==> src/rtl/ulm_pkg.sv <==
// Constants and types for the ULPI power and serial mode link controller
package ulm_pkg;
  localparam int CLK_HZ = 40_000_000;
  localparam int LINK_STARTUP_NS = 1000;
  localparam int STARTUP_CYC_INT = (LINK_STARTUP_NS * (CLK_HZ / 1_000_000) + 999) / 1000;
  localparam logic [7:0] STARTUP_CYC = 8'(STARTUP_CYC_INT);

  localparam logic [1:0] TXCMD_REGWR = 2'h2;
  localparam logic [7:0] BUS_IDLE = 8'h00;
  localparam logic [7:0] OE_ALL_OFF = 8'hff;

  localparam logic [5:0] FUNC_CTRL_ADDR = 6'h04;
  localparam logic [5:0] IFC_CTRL_ADDR = 6'h07;
  localparam logic [5:0] HS_COMP_ADDR = 6'h31;
  localparam logic [5:0] IRQ_RISE_ADDR = 6'h0d;
  localparam logic [5:0] IRQ_FALL_ADDR = 6'h10;
  localparam logic [5:0] CARKIT_IRQ_ADDR = 6'h1d;

  localparam int IFC_PULLUP_DIS_BIT = 7;
  localparam int IFC_KEEPALIVE_BIT = 3;
  localparam int IFC_SER3_BIT = 1;
  localparam int IFC_SER6_BIT = 0;
  localparam logic [7:0] HS_FAST_STARTUP = 8'h01;
  localparam logic [7:0] FUNC_SERIAL = 8'h49;
  localparam logic [7:0] FUNC_SUSPEND = 8'h09;
  localparam logic [7:0] CMP_OFF = 8'h00;
  localparam logic [7:0] CMP_REENABLE = 8'h0a;
  localparam logic [7:0] ID_OPEN_OFF = 8'h00;

  localparam int SER_TXEN = 0;
  localparam int SER_TXD = 1;
  localparam int SER_SE0 = 2;
  localparam int SER_INT = 3;
  localparam int SER_PLUS = 4;
  localparam int SER_MINUS = 5;
  localparam int SER_RCV = 6;

  typedef enum logic [2:0] {
    CMD_SUSPEND = 3'h0,
    CMD_SER3 = 3'h1,
    CMD_SER6 = 3'h2,
    CMD_WAKE = 3'h3,
    CMD_PROTECT = 3'h4
  } ulm_cmd_e;

  typedef enum logic [2:0] {
    SEQ_NONE = 3'h0,
    SEQ_PROT = 3'h1,
    SEQ_LPM = 3'h2,
    SEQ_SER3 = 3'h3,
    SEQ_SER6 = 3'h4,
    SEQ_REEN = 3'h5
  } ulm_seq_e;

  typedef enum logic [2:0] {
    M_START = 3'h0,
    M_WAITDIR = 3'h1,
    M_RELEASE = 3'h2,
    M_SEQ = 3'h3,
    M_IDLE = 3'h4,
    M_LOWPWR = 3'h5,
    M_SER_WAIT = 3'h6,
    M_SERIAL = 3'h7
  } ulm_state_e;

  typedef enum logic [2:0] {
    W_IDLE = 3'h0,
    W_CMD = 3'h1,
    W_DATA = 3'h2,
    W_STOP = 3'h3,
    W_TURN = 3'h4,
    W_GAP = 3'h5
  } ulm_wr_e;
endpackage

==> src/rtl/ulm_rw_if.sv <==
// Request and bus signals between the controller and its register writer
interface ulm_rw_if;
  logic start;
  logic [5:0] addr;
  logic [7:0] data;
  logic busy;
  logic done;
  logic drive;
  logic [7:0] dout;
  logic stp;
  modport ctl (output start, addr, data, input busy, done, drive, dout, stp);
  modport wr (input start, addr, data, output busy, done, drive, dout, stp);
endinterface

==> src/rtl/ulm_link.sv <==
// ULPI link controller for suspend, interface protection and serial modes
// Function
// - Link sets fast start-up enable before a power-management suspend.
// - Link drives bus while direction low; one turnaround cycle per change.
// - Link holds stop high until its own start-up completes.
// - Link drives idle after turnaround; non-idle is taken as transmit.
// - Link leaves reset with stop high and data bus released.
// - Link driving stop high in reset may disable the pull-up.
// - Undriven stop pulled high acts as wake request to PHY.
// - Link clears ID-open enables in low power; with CFG_HOST_OTG set, re-enables comparators after.
// - Link enters serial mode by writing a serial select bit.
// - Link configures transceiver settings before selecting serial mode.
// - Clock keep-alive bit must be set before entry to keep clock.
// - Exit serial: assert stop, wait direction low, then release stop.
// - Three-pin: link drives data when enable high, PHY otherwise.
module ulm_link (
  input wire logic CLK,
  input wire logic RESETN,
  input wire logic CMD_VALID,
  input wire logic [2:0] CMD_OP,
  output logic CMD_READY,
  input wire logic CFG_PULLUP_DIS,
  input wire logic CFG_KEEPALIVE,
  input wire logic CFG_HOST_OTG,
  input wire logic SER_TX_EN,
  input wire logic SER_TX_DATA,
  input wire logic SER_LINE_DRIVE_ZERO_STATE,
  output logic SER_RX_DATA,
  output logic SER_RX_SE0_N,
  output logic SER_RX_PLUS,
  output logic SER_RX_MINUS,
  output logic SER_INT,
  output logic [2:0] LINK_MODE,
  input wire logic ULPI_DIR,
  input wire logic ULPI_NXT,
  input wire logic [7:0] ULPI_DATA_IN,
  output logic [7:0] ULPI_DATA_OUT,
  output logic [7:0] ULPI_DATA_OE_N,
  output logic ULPI_STP
);
  ulm_rw_if rw ();

  logic dir_m, dir_s, dir_prev, nxt_m, nxt_s;
  logic [7:0] din_m, din_s;
  ulm_pkg::ulm_state_e state_reg, state_next;
  ulm_pkg::ulm_seq_e kind_reg, kind_next;
  logic [2:0] step_reg, step_next;
  logic [7:0] cnt_reg, cnt_next;
  logic ready_reg, ready_next;
  logic stp_reg, stp_next;
  logic [7:0] dout_reg, dout_next, oe_reg, oe_next;
  logic rxd_reg, rxd_next, se0n_reg, se0n_next;
  logic plus_reg, plus_next, minus_reg, minus_next, int_reg, int_next;
  logic drive_ok, take;
  logic [7:0] ifc_base;
  logic [13:0] word;

  // Interface control base value with protection and keep-alive choices
  function automatic logic [7:0] ifc_cfg(input logic pull_dis, input logic keep);
    logic [7:0] v;
    v = 8'h00;
    v[ulm_pkg::IFC_PULLUP_DIS_BIT] = pull_dis;
    v[ulm_pkg::IFC_KEEPALIVE_BIT] = keep;
    return v;
  endfunction

  // Address and data of one write step of a sequence
  function automatic logic [13:0] seq_word(input ulm_pkg::ulm_seq_e k,
                                           input logic [2:0] s, input logic [7:0] ib);
    logic [13:0] w;
    w = {ulm_pkg::IFC_CTRL_ADDR, ib};
    case (k)
      ulm_pkg::SEQ_LPM: begin
        case (s)
          3'h0: w = {ulm_pkg::HS_COMP_ADDR, ulm_pkg::HS_FAST_STARTUP};
          3'h1: w = {ulm_pkg::IRQ_RISE_ADDR, ulm_pkg::CMP_OFF};
          3'h2: w = {ulm_pkg::IRQ_FALL_ADDR, ulm_pkg::CMP_OFF};
          3'h3: w = {ulm_pkg::CARKIT_IRQ_ADDR, ulm_pkg::ID_OPEN_OFF};
          default: w = {ulm_pkg::FUNC_CTRL_ADDR, ulm_pkg::FUNC_SUSPEND};
        endcase
      end
      ulm_pkg::SEQ_SER3, ulm_pkg::SEQ_SER6: begin
        if (s == 3'h0) begin
          w = {ulm_pkg::FUNC_CTRL_ADDR, ulm_pkg::FUNC_SERIAL};
        end else if (s == 3'h1) begin
          w = {ulm_pkg::IFC_CTRL_ADDR, ib};
        end else if (k == ulm_pkg::SEQ_SER3) begin
          w = {ulm_pkg::IFC_CTRL_ADDR, ib | (8'h01 << ulm_pkg::IFC_SER3_BIT)};
        end else begin
          w = {ulm_pkg::IFC_CTRL_ADDR, ib | (8'h01 << ulm_pkg::IFC_SER6_BIT)};
        end
      end
      ulm_pkg::SEQ_REEN: begin
        if (s == 3'h0) w = {ulm_pkg::IRQ_RISE_ADDR, ulm_pkg::CMP_REENABLE};
        else w = {ulm_pkg::IRQ_FALL_ADDR, ulm_pkg::CMP_REENABLE};
      end
      default: w = {ulm_pkg::IFC_CTRL_ADDR, ib};
    endcase
    return w;
  endfunction

  // Index of the last write step of a sequence
  function automatic logic [2:0] seq_last(input ulm_pkg::ulm_seq_e k);
    case (k)
      ulm_pkg::SEQ_LPM: return 3'h4;
      ulm_pkg::SEQ_SER3, ulm_pkg::SEQ_SER6: return 3'h2;
      ulm_pkg::SEQ_REEN: return 3'h1;
      default: return 3'h0;
    endcase
  endfunction

  ulm_regwr u_regwr (
    .clk(CLK),
    .rst_n(RESETN),
    .dir(dir_s),
    .nxt(nxt_s),
    .rw(rw)
  );

  assign ifc_base = ifc_cfg(CFG_PULLUP_DIS, CFG_KEEPALIVE);
  assign word = seq_word(kind_reg, step_reg, ifc_base);
  assign rw.start = (state_reg == ulm_pkg::M_SEQ) && !rw.done;
  assign rw.addr = word[13:8];
  assign rw.data = word[7:0];
  assign drive_ok = !dir_s && !dir_prev;
  assign take = CMD_VALID && ready_reg;

  // Pin synchronisers
  always_ff @(posedge CLK or negedge RESETN) begin
    if (!RESETN) begin
      dir_m <= 1'b0;
      dir_s <= 1'b0;
      dir_prev <= 1'b0;
      nxt_m <= 1'b0;
      nxt_s <= 1'b0;
      din_m <= 8'h00;
      din_s <= 8'h00;
    end else begin
      dir_m <= ULPI_DIR;
      dir_s <= dir_m;
      dir_prev <= dir_s;
      nxt_m <= ULPI_NXT;
      nxt_s <= nxt_m;
      din_m <= ULPI_DATA_IN;
      din_s <= din_m;
    end
  end

  // Control sequence
  always_comb begin
    state_next = state_reg;
    kind_next = kind_reg;
    step_next = step_reg;
    cnt_next = cnt_reg;
    unique case (state_reg)
      ulm_pkg::M_START: begin
        if (cnt_reg == ulm_pkg::STARTUP_CYC) begin
          state_next = ulm_pkg::M_WAITDIR;
        end else begin
          cnt_next = cnt_reg + 8'h01;
        end
      end
      ulm_pkg::M_WAITDIR: if (!dir_s) state_next = ulm_pkg::M_RELEASE;
      ulm_pkg::M_RELEASE: begin
        step_next = 3'h0;
        if (drive_ok) begin
          state_next = (kind_reg == ulm_pkg::SEQ_NONE) ? ulm_pkg::M_IDLE : ulm_pkg::M_SEQ;
        end
      end
      ulm_pkg::M_SEQ: begin
        if (rw.done) begin
          if (step_reg != seq_last(kind_reg)) begin
            step_next = step_reg + 3'h1;
          end else if (kind_reg == ulm_pkg::SEQ_LPM) begin
            state_next = ulm_pkg::M_LOWPWR;
          end else if (kind_reg == ulm_pkg::SEQ_SER3 || kind_reg == ulm_pkg::SEQ_SER6) begin
            state_next = ulm_pkg::M_SER_WAIT;
          end else begin
            state_next = ulm_pkg::M_IDLE;
          end
        end
      end
      ulm_pkg::M_IDLE: begin
        step_next = 3'h0;
        if (take && CMD_OP != ulm_pkg::CMD_WAKE && CMD_OP <= ulm_pkg::CMD_PROTECT) begin
          state_next = ulm_pkg::M_SEQ;
          unique case (CMD_OP)
            ulm_pkg::CMD_SUSPEND: kind_next = ulm_pkg::SEQ_LPM;
            ulm_pkg::CMD_SER3: kind_next = ulm_pkg::SEQ_SER3;
            ulm_pkg::CMD_SER6: kind_next = ulm_pkg::SEQ_SER6;
            default: kind_next = ulm_pkg::SEQ_PROT;
          endcase
        end
      end
      ulm_pkg::M_SER_WAIT: if (dir_s) state_next = ulm_pkg::M_SERIAL;
      ulm_pkg::M_LOWPWR, ulm_pkg::M_SERIAL: begin
        if (take && CMD_OP == ulm_pkg::CMD_WAKE) begin
          state_next = ulm_pkg::M_WAITDIR;
          kind_next = CFG_HOST_OTG ? ulm_pkg::SEQ_REEN : ulm_pkg::SEQ_NONE;
        end
      end
    endcase
    ready_next = (state_next == ulm_pkg::M_IDLE) || (state_next == ulm_pkg::M_LOWPWR) ||
                 (state_next == ulm_pkg::M_SERIAL);
  end

  always_ff @(posedge CLK or negedge RESETN) begin
    if (!RESETN) begin
      state_reg <= ulm_pkg::M_START;
      kind_reg <= ulm_pkg::SEQ_PROT;
      step_reg <= 3'h0;
      cnt_reg <= 8'h00;
      ready_reg <= 1'b0;
    end else begin
      state_reg <= state_next;
      kind_reg <= kind_next;
      step_reg <= step_next;
      cnt_reg <= cnt_next;
      ready_reg <= ready_next;
    end
  end

  // Pin drive
  always_comb begin
    stp_next = 1'b0;
    dout_next = ulm_pkg::BUS_IDLE;
    oe_next = drive_ok ? 8'h00 : ulm_pkg::OE_ALL_OFF;
    unique case (state_reg)
      ulm_pkg::M_START, ulm_pkg::M_WAITDIR: begin
        stp_next = 1'b1;
        oe_next = ulm_pkg::OE_ALL_OFF;
      end
      ulm_pkg::M_RELEASE: stp_next = !drive_ok;
      ulm_pkg::M_SEQ: begin
        stp_next = rw.stp;
        dout_next = rw.drive ? rw.dout : ulm_pkg::BUS_IDLE;
      end
      ulm_pkg::M_IDLE: stp_next = 1'b0;
      ulm_pkg::M_LOWPWR, ulm_pkg::M_SER_WAIT: oe_next = ulm_pkg::OE_ALL_OFF;
      ulm_pkg::M_SERIAL: begin
        oe_next = ulm_pkg::OE_ALL_OFF;
        dout_next[ulm_pkg::SER_TXEN] = SER_TX_EN;
        dout_next[ulm_pkg::SER_TXD] = SER_TX_DATA;
        dout_next[ulm_pkg::SER_SE0] = SER_LINE_DRIVE_ZERO_STATE;
        oe_next[ulm_pkg::SER_TXEN] = 1'b0;
        if (kind_reg == ulm_pkg::SEQ_SER3) begin
          oe_next[ulm_pkg::SER_TXD] = !SER_TX_EN;
          oe_next[ulm_pkg::SER_SE0] = !SER_TX_EN;
        end else begin
          oe_next[ulm_pkg::SER_TXD] = 1'b0;
          oe_next[ulm_pkg::SER_SE0] = 1'b0;
        end
      end
    endcase
  end

  always_ff @(posedge CLK or negedge RESETN) begin
    if (!RESETN) begin
      stp_reg <= 1'b1;
      dout_reg <= ulm_pkg::BUS_IDLE;
      oe_reg <= ulm_pkg::OE_ALL_OFF;
    end else begin
      stp_reg <= stp_next;
      dout_reg <= dout_next;
      oe_reg <= oe_next;
    end
  end

  // Serial receive capture
  always_comb begin
    rxd_next = rxd_reg;
    se0n_next = se0n_reg;
    plus_next = plus_reg;
    minus_next = minus_reg;
    int_next = 1'b0;
    if (state_reg == ulm_pkg::M_SERIAL) begin
      int_next = din_s[ulm_pkg::SER_INT];
      if (kind_reg == ulm_pkg::SEQ_SER3) begin
        if (!SER_TX_EN) begin
          rxd_next = din_s[ulm_pkg::SER_TXD];
          se0n_next = din_s[ulm_pkg::SER_SE0];
        end
      end else begin
        plus_next = din_s[ulm_pkg::SER_PLUS];
        minus_next = din_s[ulm_pkg::SER_MINUS];
        rxd_next = din_s[ulm_pkg::SER_RCV];
      end
    end
  end

  always_ff @(posedge CLK or negedge RESETN) begin
    if (!RESETN) begin
      rxd_reg <= 1'b0;
      se0n_reg <= 1'b1;
      plus_reg <= 1'b0;
      minus_reg <= 1'b0;
      int_reg <= 1'b0;
    end else begin
      rxd_reg <= rxd_next;
      se0n_reg <= se0n_next;
      plus_reg <= plus_next;
      minus_reg <= minus_next;
      int_reg <= int_next;
    end
  end

  assign CMD_READY = ready_reg;
  assign LINK_MODE = state_reg;
  assign ULPI_STP = stp_reg;
  assign ULPI_DATA_OUT = dout_reg;
  assign ULPI_DATA_OE_N = oe_reg;
  assign SER_RX_DATA = rxd_reg;
  assign SER_RX_SE0_N = se0n_reg;
  assign SER_RX_PLUS = plus_reg;
  assign SER_RX_MINUS = minus_reg;
  assign SER_INT = int_reg;
endmodule

==> src/rtl/ulm_regwr.sv <==
// ULPI register write sequencer
module ulm_regwr (
  input wire logic clk,
  input wire logic rst_n,
  input wire logic dir,
  input wire logic nxt,
  ulm_rw_if.wr rw
);
  ulm_pkg::ulm_wr_e state_reg;
  ulm_pkg::ulm_wr_e state_next;
  logic done_reg;
  logic done_next;

  always_comb begin
    state_next = state_reg;
    done_next = (state_reg == ulm_pkg::W_STOP);
    unique case (state_reg)
      ulm_pkg::W_IDLE: if (rw.start && !dir) state_next = ulm_pkg::W_CMD;
      ulm_pkg::W_CMD: begin
        if (dir) state_next = ulm_pkg::W_TURN;
        else if (nxt) state_next = ulm_pkg::W_DATA;
      end
      ulm_pkg::W_DATA: begin
        if (dir) state_next = ulm_pkg::W_TURN;
        else if (nxt) state_next = ulm_pkg::W_STOP;
      end
      ulm_pkg::W_STOP: state_next = ulm_pkg::W_IDLE;
      ulm_pkg::W_TURN: if (!dir) state_next = ulm_pkg::W_GAP;
      ulm_pkg::W_GAP: state_next = ulm_pkg::W_CMD;
      default: state_next = ulm_pkg::W_IDLE;
    endcase
  end

  always_ff @(posedge clk or negedge rst_n) begin
    if (!rst_n) begin
      state_reg <= ulm_pkg::W_IDLE;
      done_reg <= 1'b0;
    end else begin
      state_reg <= state_next;
      done_reg <= done_next;
    end
  end

  assign rw.busy = (state_reg != ulm_pkg::W_IDLE);
  assign rw.done = done_reg;
  assign rw.stp = (state_reg == ulm_pkg::W_STOP);
  assign rw.drive = (state_reg == ulm_pkg::W_CMD) || (state_reg == ulm_pkg::W_DATA) ||
                    (state_reg == ulm_pkg::W_STOP);
  assign rw.dout = (state_reg == ulm_pkg::W_CMD) ? {ulm_pkg::TXCMD_REGWR, rw.addr} :
                   (state_reg == ulm_pkg::W_DATA) ? rw.data : ulm_pkg::BUS_IDLE;
endmodule

==> config.mk <==
export PLATFORM = sky130hd
export DESIGN_NAME = ulm_link
export DESIGN_NICKNAME = d
export VERILOG_FILES = /design/src/rtl/ulm_pkg.sv /design/src/rtl/ulm_rw_if.sv /design/src/rtl/ulm_link.sv /design/src/rtl/ulm_regwr.sv
export SDC_FILE = /design/constraint.sdc
export NUM_CORES = 1
export LEC_CHECK = 0
export BUFFER_PORTS_ARGS = -buffer_cell sky130_fd_sc_hd__buf_4
export CAP_MARGIN = 15
export CORE_MARGIN = 2
export CORE_UTILIZATION = 56
export CTS_CLUSTER_DIAMETER = 50
export DETAILED_ROUTE_END_ITERATION = 10
export PLACE_DENSITY = 0.83
export SLEW_MARGIN = 10
export SYNTH_ARGS = -nofsm -noshare
export SYNTH_HDL_FRONTEND = slang
export SYNTH_HIERARCHICAL = 1
export SYNTH_SLANG_ARGS = --single-unit
==> constraint.sdc <==
create_clock -name CLK -period 2.5 [get_ports CLK]
set_clock_uncertainty 0.05 [all_clocks]
set_input_delay 0.125 -clock CLK [delete_from_list [all_inputs] [get_ports CLK]]
set_output_delay 0.125 -clock CLK [all_outputs]
set_load 0.03 [all_outputs]
== Word level (Yosys, flattened, before mapping) ==
Cells that the tools add are included.

* Bits in registers: 63
* Latch bits: 0
* RAM bits: 0
* ROM bits: 0
* Bits of input ports: 22
* Output and inout port bits: 26
* Logic and storage cells: 149
* Memories kept: 0

* Add/sub/neg operators: 2
* Multiply operators: 0
* Div/mod/pow operators: 0
* Magnitude comparators: 1
* Equal/unequal tests: 37
* Shift-type cells: 0
* Multiplexer cells: 48
* Bitwise operators: 3
* Reduce and logical (&&, ||, !) cells: 36

{| class="wikitable"
|+ Operators with widths
! cell !! number
|-
| 3-bit two-way mux || 22
|-
| 14-bit one-hot mux with 4 select lines || 1
|-
| 14-bit one-hot mux with 3 select lines || 1
|-
| 3-bit == test, second input constant || 11
|-
| 8-bit two-way mux || 4
|-
| 3-bit by 2-bit == test with 1-bit output, second input constant || 10
|-
| 3-bit one-hot mux with 7 select lines || 1
|-
| 3-bit one-hot mux with 2 select lines || 3
|-
| 3-bit one-hot mux with 3 select lines || 2
|-
| 8-bit one-hot mux with 2 select lines || 1
|-
| 3-bit logical NOT || 5
|-
| 3-bit one-hot mux with 5 select lines || 1
|-
| 13-bit two-way mux || 1
|-
| 3-bit by 1-bit == test with 1-bit output, second input constant || 4
|-
| 10-bit two-way mux || 1
|-
| 2-bit two-way mux || 5
|-
| 3-bit AND reduction || 3
|-
| 8-bit by 1-bit adder with 8-bit output, second input constant || 1
|-
| 8-bit by 6-bit == test with 1-bit output, second input constant || 1
|-
| 2-bit inequality test, second input constant || 4
|-
| 2-bit OR reduction || 4
|-
| 1-bit logical AND || 7
|-
| 2-bit by 1-bit inequality test with 1-bit output, second input constant || 3
|-
| 3-bit inequality test, second input constant || 2
|-
| other kinds (14) || 29
|}

== Depth between registers and ports, before layout ==
* Word-level depth: 12
* Depth in mapped cells: 10
* Gate-level depth less buffers: 9

== Modules after synthesis ==
The synthesis kept the hierarchy.

{| class="wikitable"
|+ Modules (own cells, without submodules)
! module !! instances !! cells an instance !! area an instance (µm²) !! seq. area each (µm²)
|-
| ulm_link || 1 || 244 || 2517.4 || 1308.8
|-
| ulm_regwr || 1 || 42 || 341.6 || 100.1
|}

== Least setup slack after synthesis ==
OpenSTA, ideal clock, no wires.

* Path type: register to register
* Start: register cnt_reg[4]
* End: register ready_reg, in the netlist CMD_READY
* Setup time: 0.094 ns
* Data arrival time: 1.920 ns
* Data required time: 2.356 ns
* Setup slack: 0.436 ns
* Stages on the path, launching flop included: 6
* Path buffers: 0
* Clock period less this slack: 2.064 ns
* Cells stage by stage: dfrtp_1 > or4b_1 > o31a_1 > a211o_1 > o22a_1 > a221oi_2

* Longest elaborated chain between the ends: 6
* Elaborated cells on any way between the ends: 8
* Classes of those cells: 4 x eq/ne; 2 x mux; 2 x reduce/logical

{| class="wikitable"
|+ RTL lines
! what !! line !! RTL
|-
| from (decl) || ulm_link.sv:48 || <nowiki>logic [7:0] cnt_reg, cnt_next;</nowiki>
|-
| from (signal assigned) || ulm_link.sv:218 || <nowiki>cnt_reg <= cnt_next;</nowiki>
|-
| 8-bit by 6-bit == test with 1-bit output (*) || ulm_link.sv:157 || <nowiki>if (cnt_reg == ulm_pkg::STARTUP_CYC) begin</nowiki>
|-
| 3-bit two-way mux (*) || ulm_link.sv:157 ||
|-
| 3-bit one-hot mux with 7 select lines (*) || ulm_link.sv:155 || <nowiki>unique case (state_reg)</nowiki>
|-
| 3-bit == test || ulm_link.sv:203 || <nowiki>ready_next = (state_next == ulm_pkg::M_IDLE) || (state_next == ulm_pkg::M_LOWPWR) ||</nowiki>
|-
| 1-bit logical OR || ulm_link.sv:203 ||
|-
| 1-bit logical OR (*) || ulm_link.sv:203 ||
|-
| named net ready_next || ulm_link.sv:49 || <nowiki>logic ready_reg, ready_next;</nowiki>
|-
| to (signal assigned) || ulm_link.sv:219 || <nowiki>ready_reg <= ready_next;</nowiki>
|-
| to (decl) || ulm_link.sv:49 ||
|}

The timed path passes the listed nets; every way through them passes the cells marked *.
A chain may end at the register's enable or synchronous reset.

== Final worst setup path ==
* Start: input port CMD_OP[1]
* End: register kind_reg[1]

* Longest elaborated chain between the ends: 5
* Elaborated cells on any way between the ends: 15
* Classes of those cells: 1 x order compare; 6 x eq/ne; 3 x mux; 5 x reduce/logical

{| class="wikitable"
|+ RTL lines
! what !! line !! RTL
|-
| from (decl) || ulm_link.sv:20 || <nowiki>input wire logic [2:0] CMD_OP,</nowiki>
|-
| branches (longest 5 deep; another with 3-bit <= comparator) || - ||
|-
| to (signal assigned) || ulm_link.sv:210 || <nowiki>kind_reg <= ulm_pkg::SEQ_PROT;</nowiki>
|-
| to (signal assigned) || ulm_link.sv:216 || <nowiki>kind_reg <= kind_next;</nowiki>
|-
| to (decl) || ulm_link.sv:46 || <nowiki>ulm_pkg::ulm_seq_e kind_reg, kind_next;</nowiki>
|}

Several ways; the timed one is not identified. The select of a mux whose other input is x is not followed.

==> flow_results.org <==
** Run status
- The run finished with clean final reports.

** Layout
- The repair_antennas step left the layout with diodes totalling 0.
- The filler cells instantiated in the layout total roughly 370.
- At the end of the flow the core is filled with cells to 0.7101.
- Summing all non-filler instances in the final layout gives an area of 0.003421 mm^2.
- After the flow finishes, the layout carries non-filler instances totaling 405.
- In the final layout, the multi-input gates occupy 0.001308 mm^2.
- In the final design database the tool counted 365 nets.
- Compared with the post-synthesis result, the final layout area differs by 19.96%.
- Sequential Area :: 0.001409 mm^2
- Share of post-route cells with drive strength above 1 :: 0.2160

** Routing
- Wires add up to 5.905 mm.
- Vias :: 2,264
- Remaining antenna violation count :: 0
- Post-detailed-route wirelength per cell :: between 10 and 15 um
- TritonRoute pass-1 iters :: 4
- After detailed routing, the number of vias per cell comes to 5.590.
- The first routing iteration left between 100 and 150 violations.
- For this run, design rule violations remaining after detail routing come to 0.

** Setup path
- Worst Path Required :: around 2700 ps
- Crit Path Max Fanout :: 4
- Crit path launch type :: input pin
- Worst Setup Path Type :: input pin to flip-flop
- STA puts the critical path data arrival time at 2530 ps.
- Endpoint class of the critical path :: flip-flop

** Place
- Counting tap cells, the placed design contains a total of between 300 and 400 instances.
- Worst setup slack before clock tree synthesis :: approximately 290 ps
- The congestion estimate from routability-driven global placement came to between 0.8 and 0.9.
- Placed instance area :: 0.003191 mm^2
- Port buffering added 45 buffers.
- Post-detail-place hpwl :: 3.927 mm

** Synthesis
- Summing every instance area after synthesis gives 0.002851 mm^2.
- Mean cell area of the mapped netlist :: 10.01 um^2
- During synthesis, Yosys emitted a total of 6 warnings.
- Synthesis handed over a netlist of about 290 instances.

** Clocking
- CTS tree :: yes
- Number of gates resized after cts :: 0
- Clock Tree Buf Depth :: 2
- Clock sink total :: 56
- Library cell used as clock root buffer :: clkbuf_8
- Clock tree synthesis inserted a total of 5 buffers.
- Clock-pin slew on the worst setup and hold paths :: about 100 ps
- Clock latency on the worst-skew pair :: between 300 and 400 ps
- H-tree levels :: 2

** STA
- Headroom to the max-slew limit came out at 0.5442.
- Fin crit period :: 2324 ps
- Setup-failing EPs final :: 0
- The final hold violation count is 0.
- Post-route setup TNS :: 0 ps
- Derived from the worst setup path, the maximum achievable clock frequency is between 400 and 500 MHz.
- Setup slack after layout :: 175.6 ps
- On the final layout, the worst hold slack is 123.7 ps.
- Setup repair after global routing left no endpoint under its margin.
- Tcrit/Tclk final :: 0.9298
- The final number of max-transition violations came to 0.
- At the pin with the least slew margin, the transition time is 683.6 ps.

** Pwr
- Overall power after layout :: ~3.4 mW
- Cell internal power was estimated by the tool at ~2 mW.
- Of the total power, combinational logic draws 0.427.
- Of the total power, the clock network draws 0.150.
- IR analysis of the VDD net gives a maximum drop of 0.0007931 V.
- Static leakage :: 1.518 nW
- Switching share of total power :: 0.4232
- Of the total power, registers draw 0.423.
- In this run the power density over the cells is 985.6 mW/mm^2.
- Power spent charging and discharging nets :: 1.427 mW

** Global route
- Congestion Overflow GR :: 0
- The initial antenna violation count came to 0.
- The number of global-route vias before repair is around 2,100.
- Global-route wire length before repair :: around 9.6 mm
- Across every metal layer, demand over resource in global routing totals 0.2249.
- Pin count of the biggest net entering global routing :: 57

** Die
- 48 I/O pins were placed.
- From bottom edge to top edge, the die measures 75.36 um.
- Initial core utilization :: 0.5919
- CORE AREA :: 0.004817 mm^2
- Chip width :: 75.36 um
- The die covers 0.005678 mm^2.
- Number of core rows :: 25

** Flow run
- The tool flagged a number of max-cap violations equal to 0.

** Worst hold path
- Hold crit path type :: input pin to flip-flop
## final cells by class
class | instances | share of cell area
Sequential cell | 56 | 0.4119
Multi-Input combinational cell | 202 | 0.3822
Timing Repair Buffer | 60 | 0.1419
Tap cell | 67 | 0.02451
Clock buffer | 5 | 0.02012
Inverter | 12 | 0.01317
Clock inverter | 3 | 0.006218
## layer usage
metal	wire length, um	vias up	global-route usage
li1	-	1106	-
met5	0	-	0
met4	65	0	0.08382
met3	268	6	0.04630
met2	2923	74	0.3652
met1	2648	1078	0.3003
## worst paths after layout
path / startpoint / end / slack (ps) / depth (start not counted)
worst min register to register: din_m[3] / din_s[3] / 310 / 0
worst min-delay path: CFG_HOST_OTG / kind_reg[2] / 120 / 4
worst max-delay path: CMD_OP[1] / kind_reg[1] / 180 / 7
min in group asynchronous: RESETN / step_reg[2] / 320 / 2
worst max register to register: cnt_reg[4] / CMD_READY / 290 / 5
max in group asynchronous: RESETN / ULPI_DATA_OUT[3] / 1610 / 2
## placed cells by master (no fill, tap or decap), types with 2 or more instances in the layout
cell type,count
xnor2_1,6
or4b_1,2
nand2_1,24
mux2_2,4
o221ai_1,2
nor3b_1,2
mux2i_1,4
conb_1,3
nor4_1,2
nor2b_1,5
a22oi_1,8
buf_4,46
o21bai_1,2
nand3_1,4
o211ai_1,3
clkbuf_8,5
nand3b_1,3
dfrtp_1,50
o21ai_1,2
nand4_1,2
dfstp_2,6
nand2b_1,5
dlygate4sd3_1,14
and2_1,7
a21oi_1,11
nor2_1,37
o31ai_1,3
nor3_1,6
and3_1,2
nor4bb_1,3
inv_1,12
o21ai_0,10
ha_1,6
a22o_1,5
## power groups by stage
stage               clock (mW)  combinational (mW)  sequential [mW]
CTS                      0.512                1.44             1.41
floorplan                    0               0.983             1.48
finish                   0.506                1.44             1.43
global route             0.545                1.57             1.47
global placement             0                1.37             1.43
detailed placement           0                1.41             1.43
## what timing repair did
action / 4_1_cts / 5_1_grt
hold buffers: 14 / 0
endpoints found under the setup margin: 0 / 0
hold endpoints to repair: 62 / 0
setup buffers: 0 / 0
## critical path: stages
cell	delay [ps]
dlygate4sd3_1	560
buf_4	150
maj3_1	390
nor4_1	270
o21ai_1	170
o41ai_1	290
dlygate4sd3_1	590
Power figures use the tool's default switching activity.
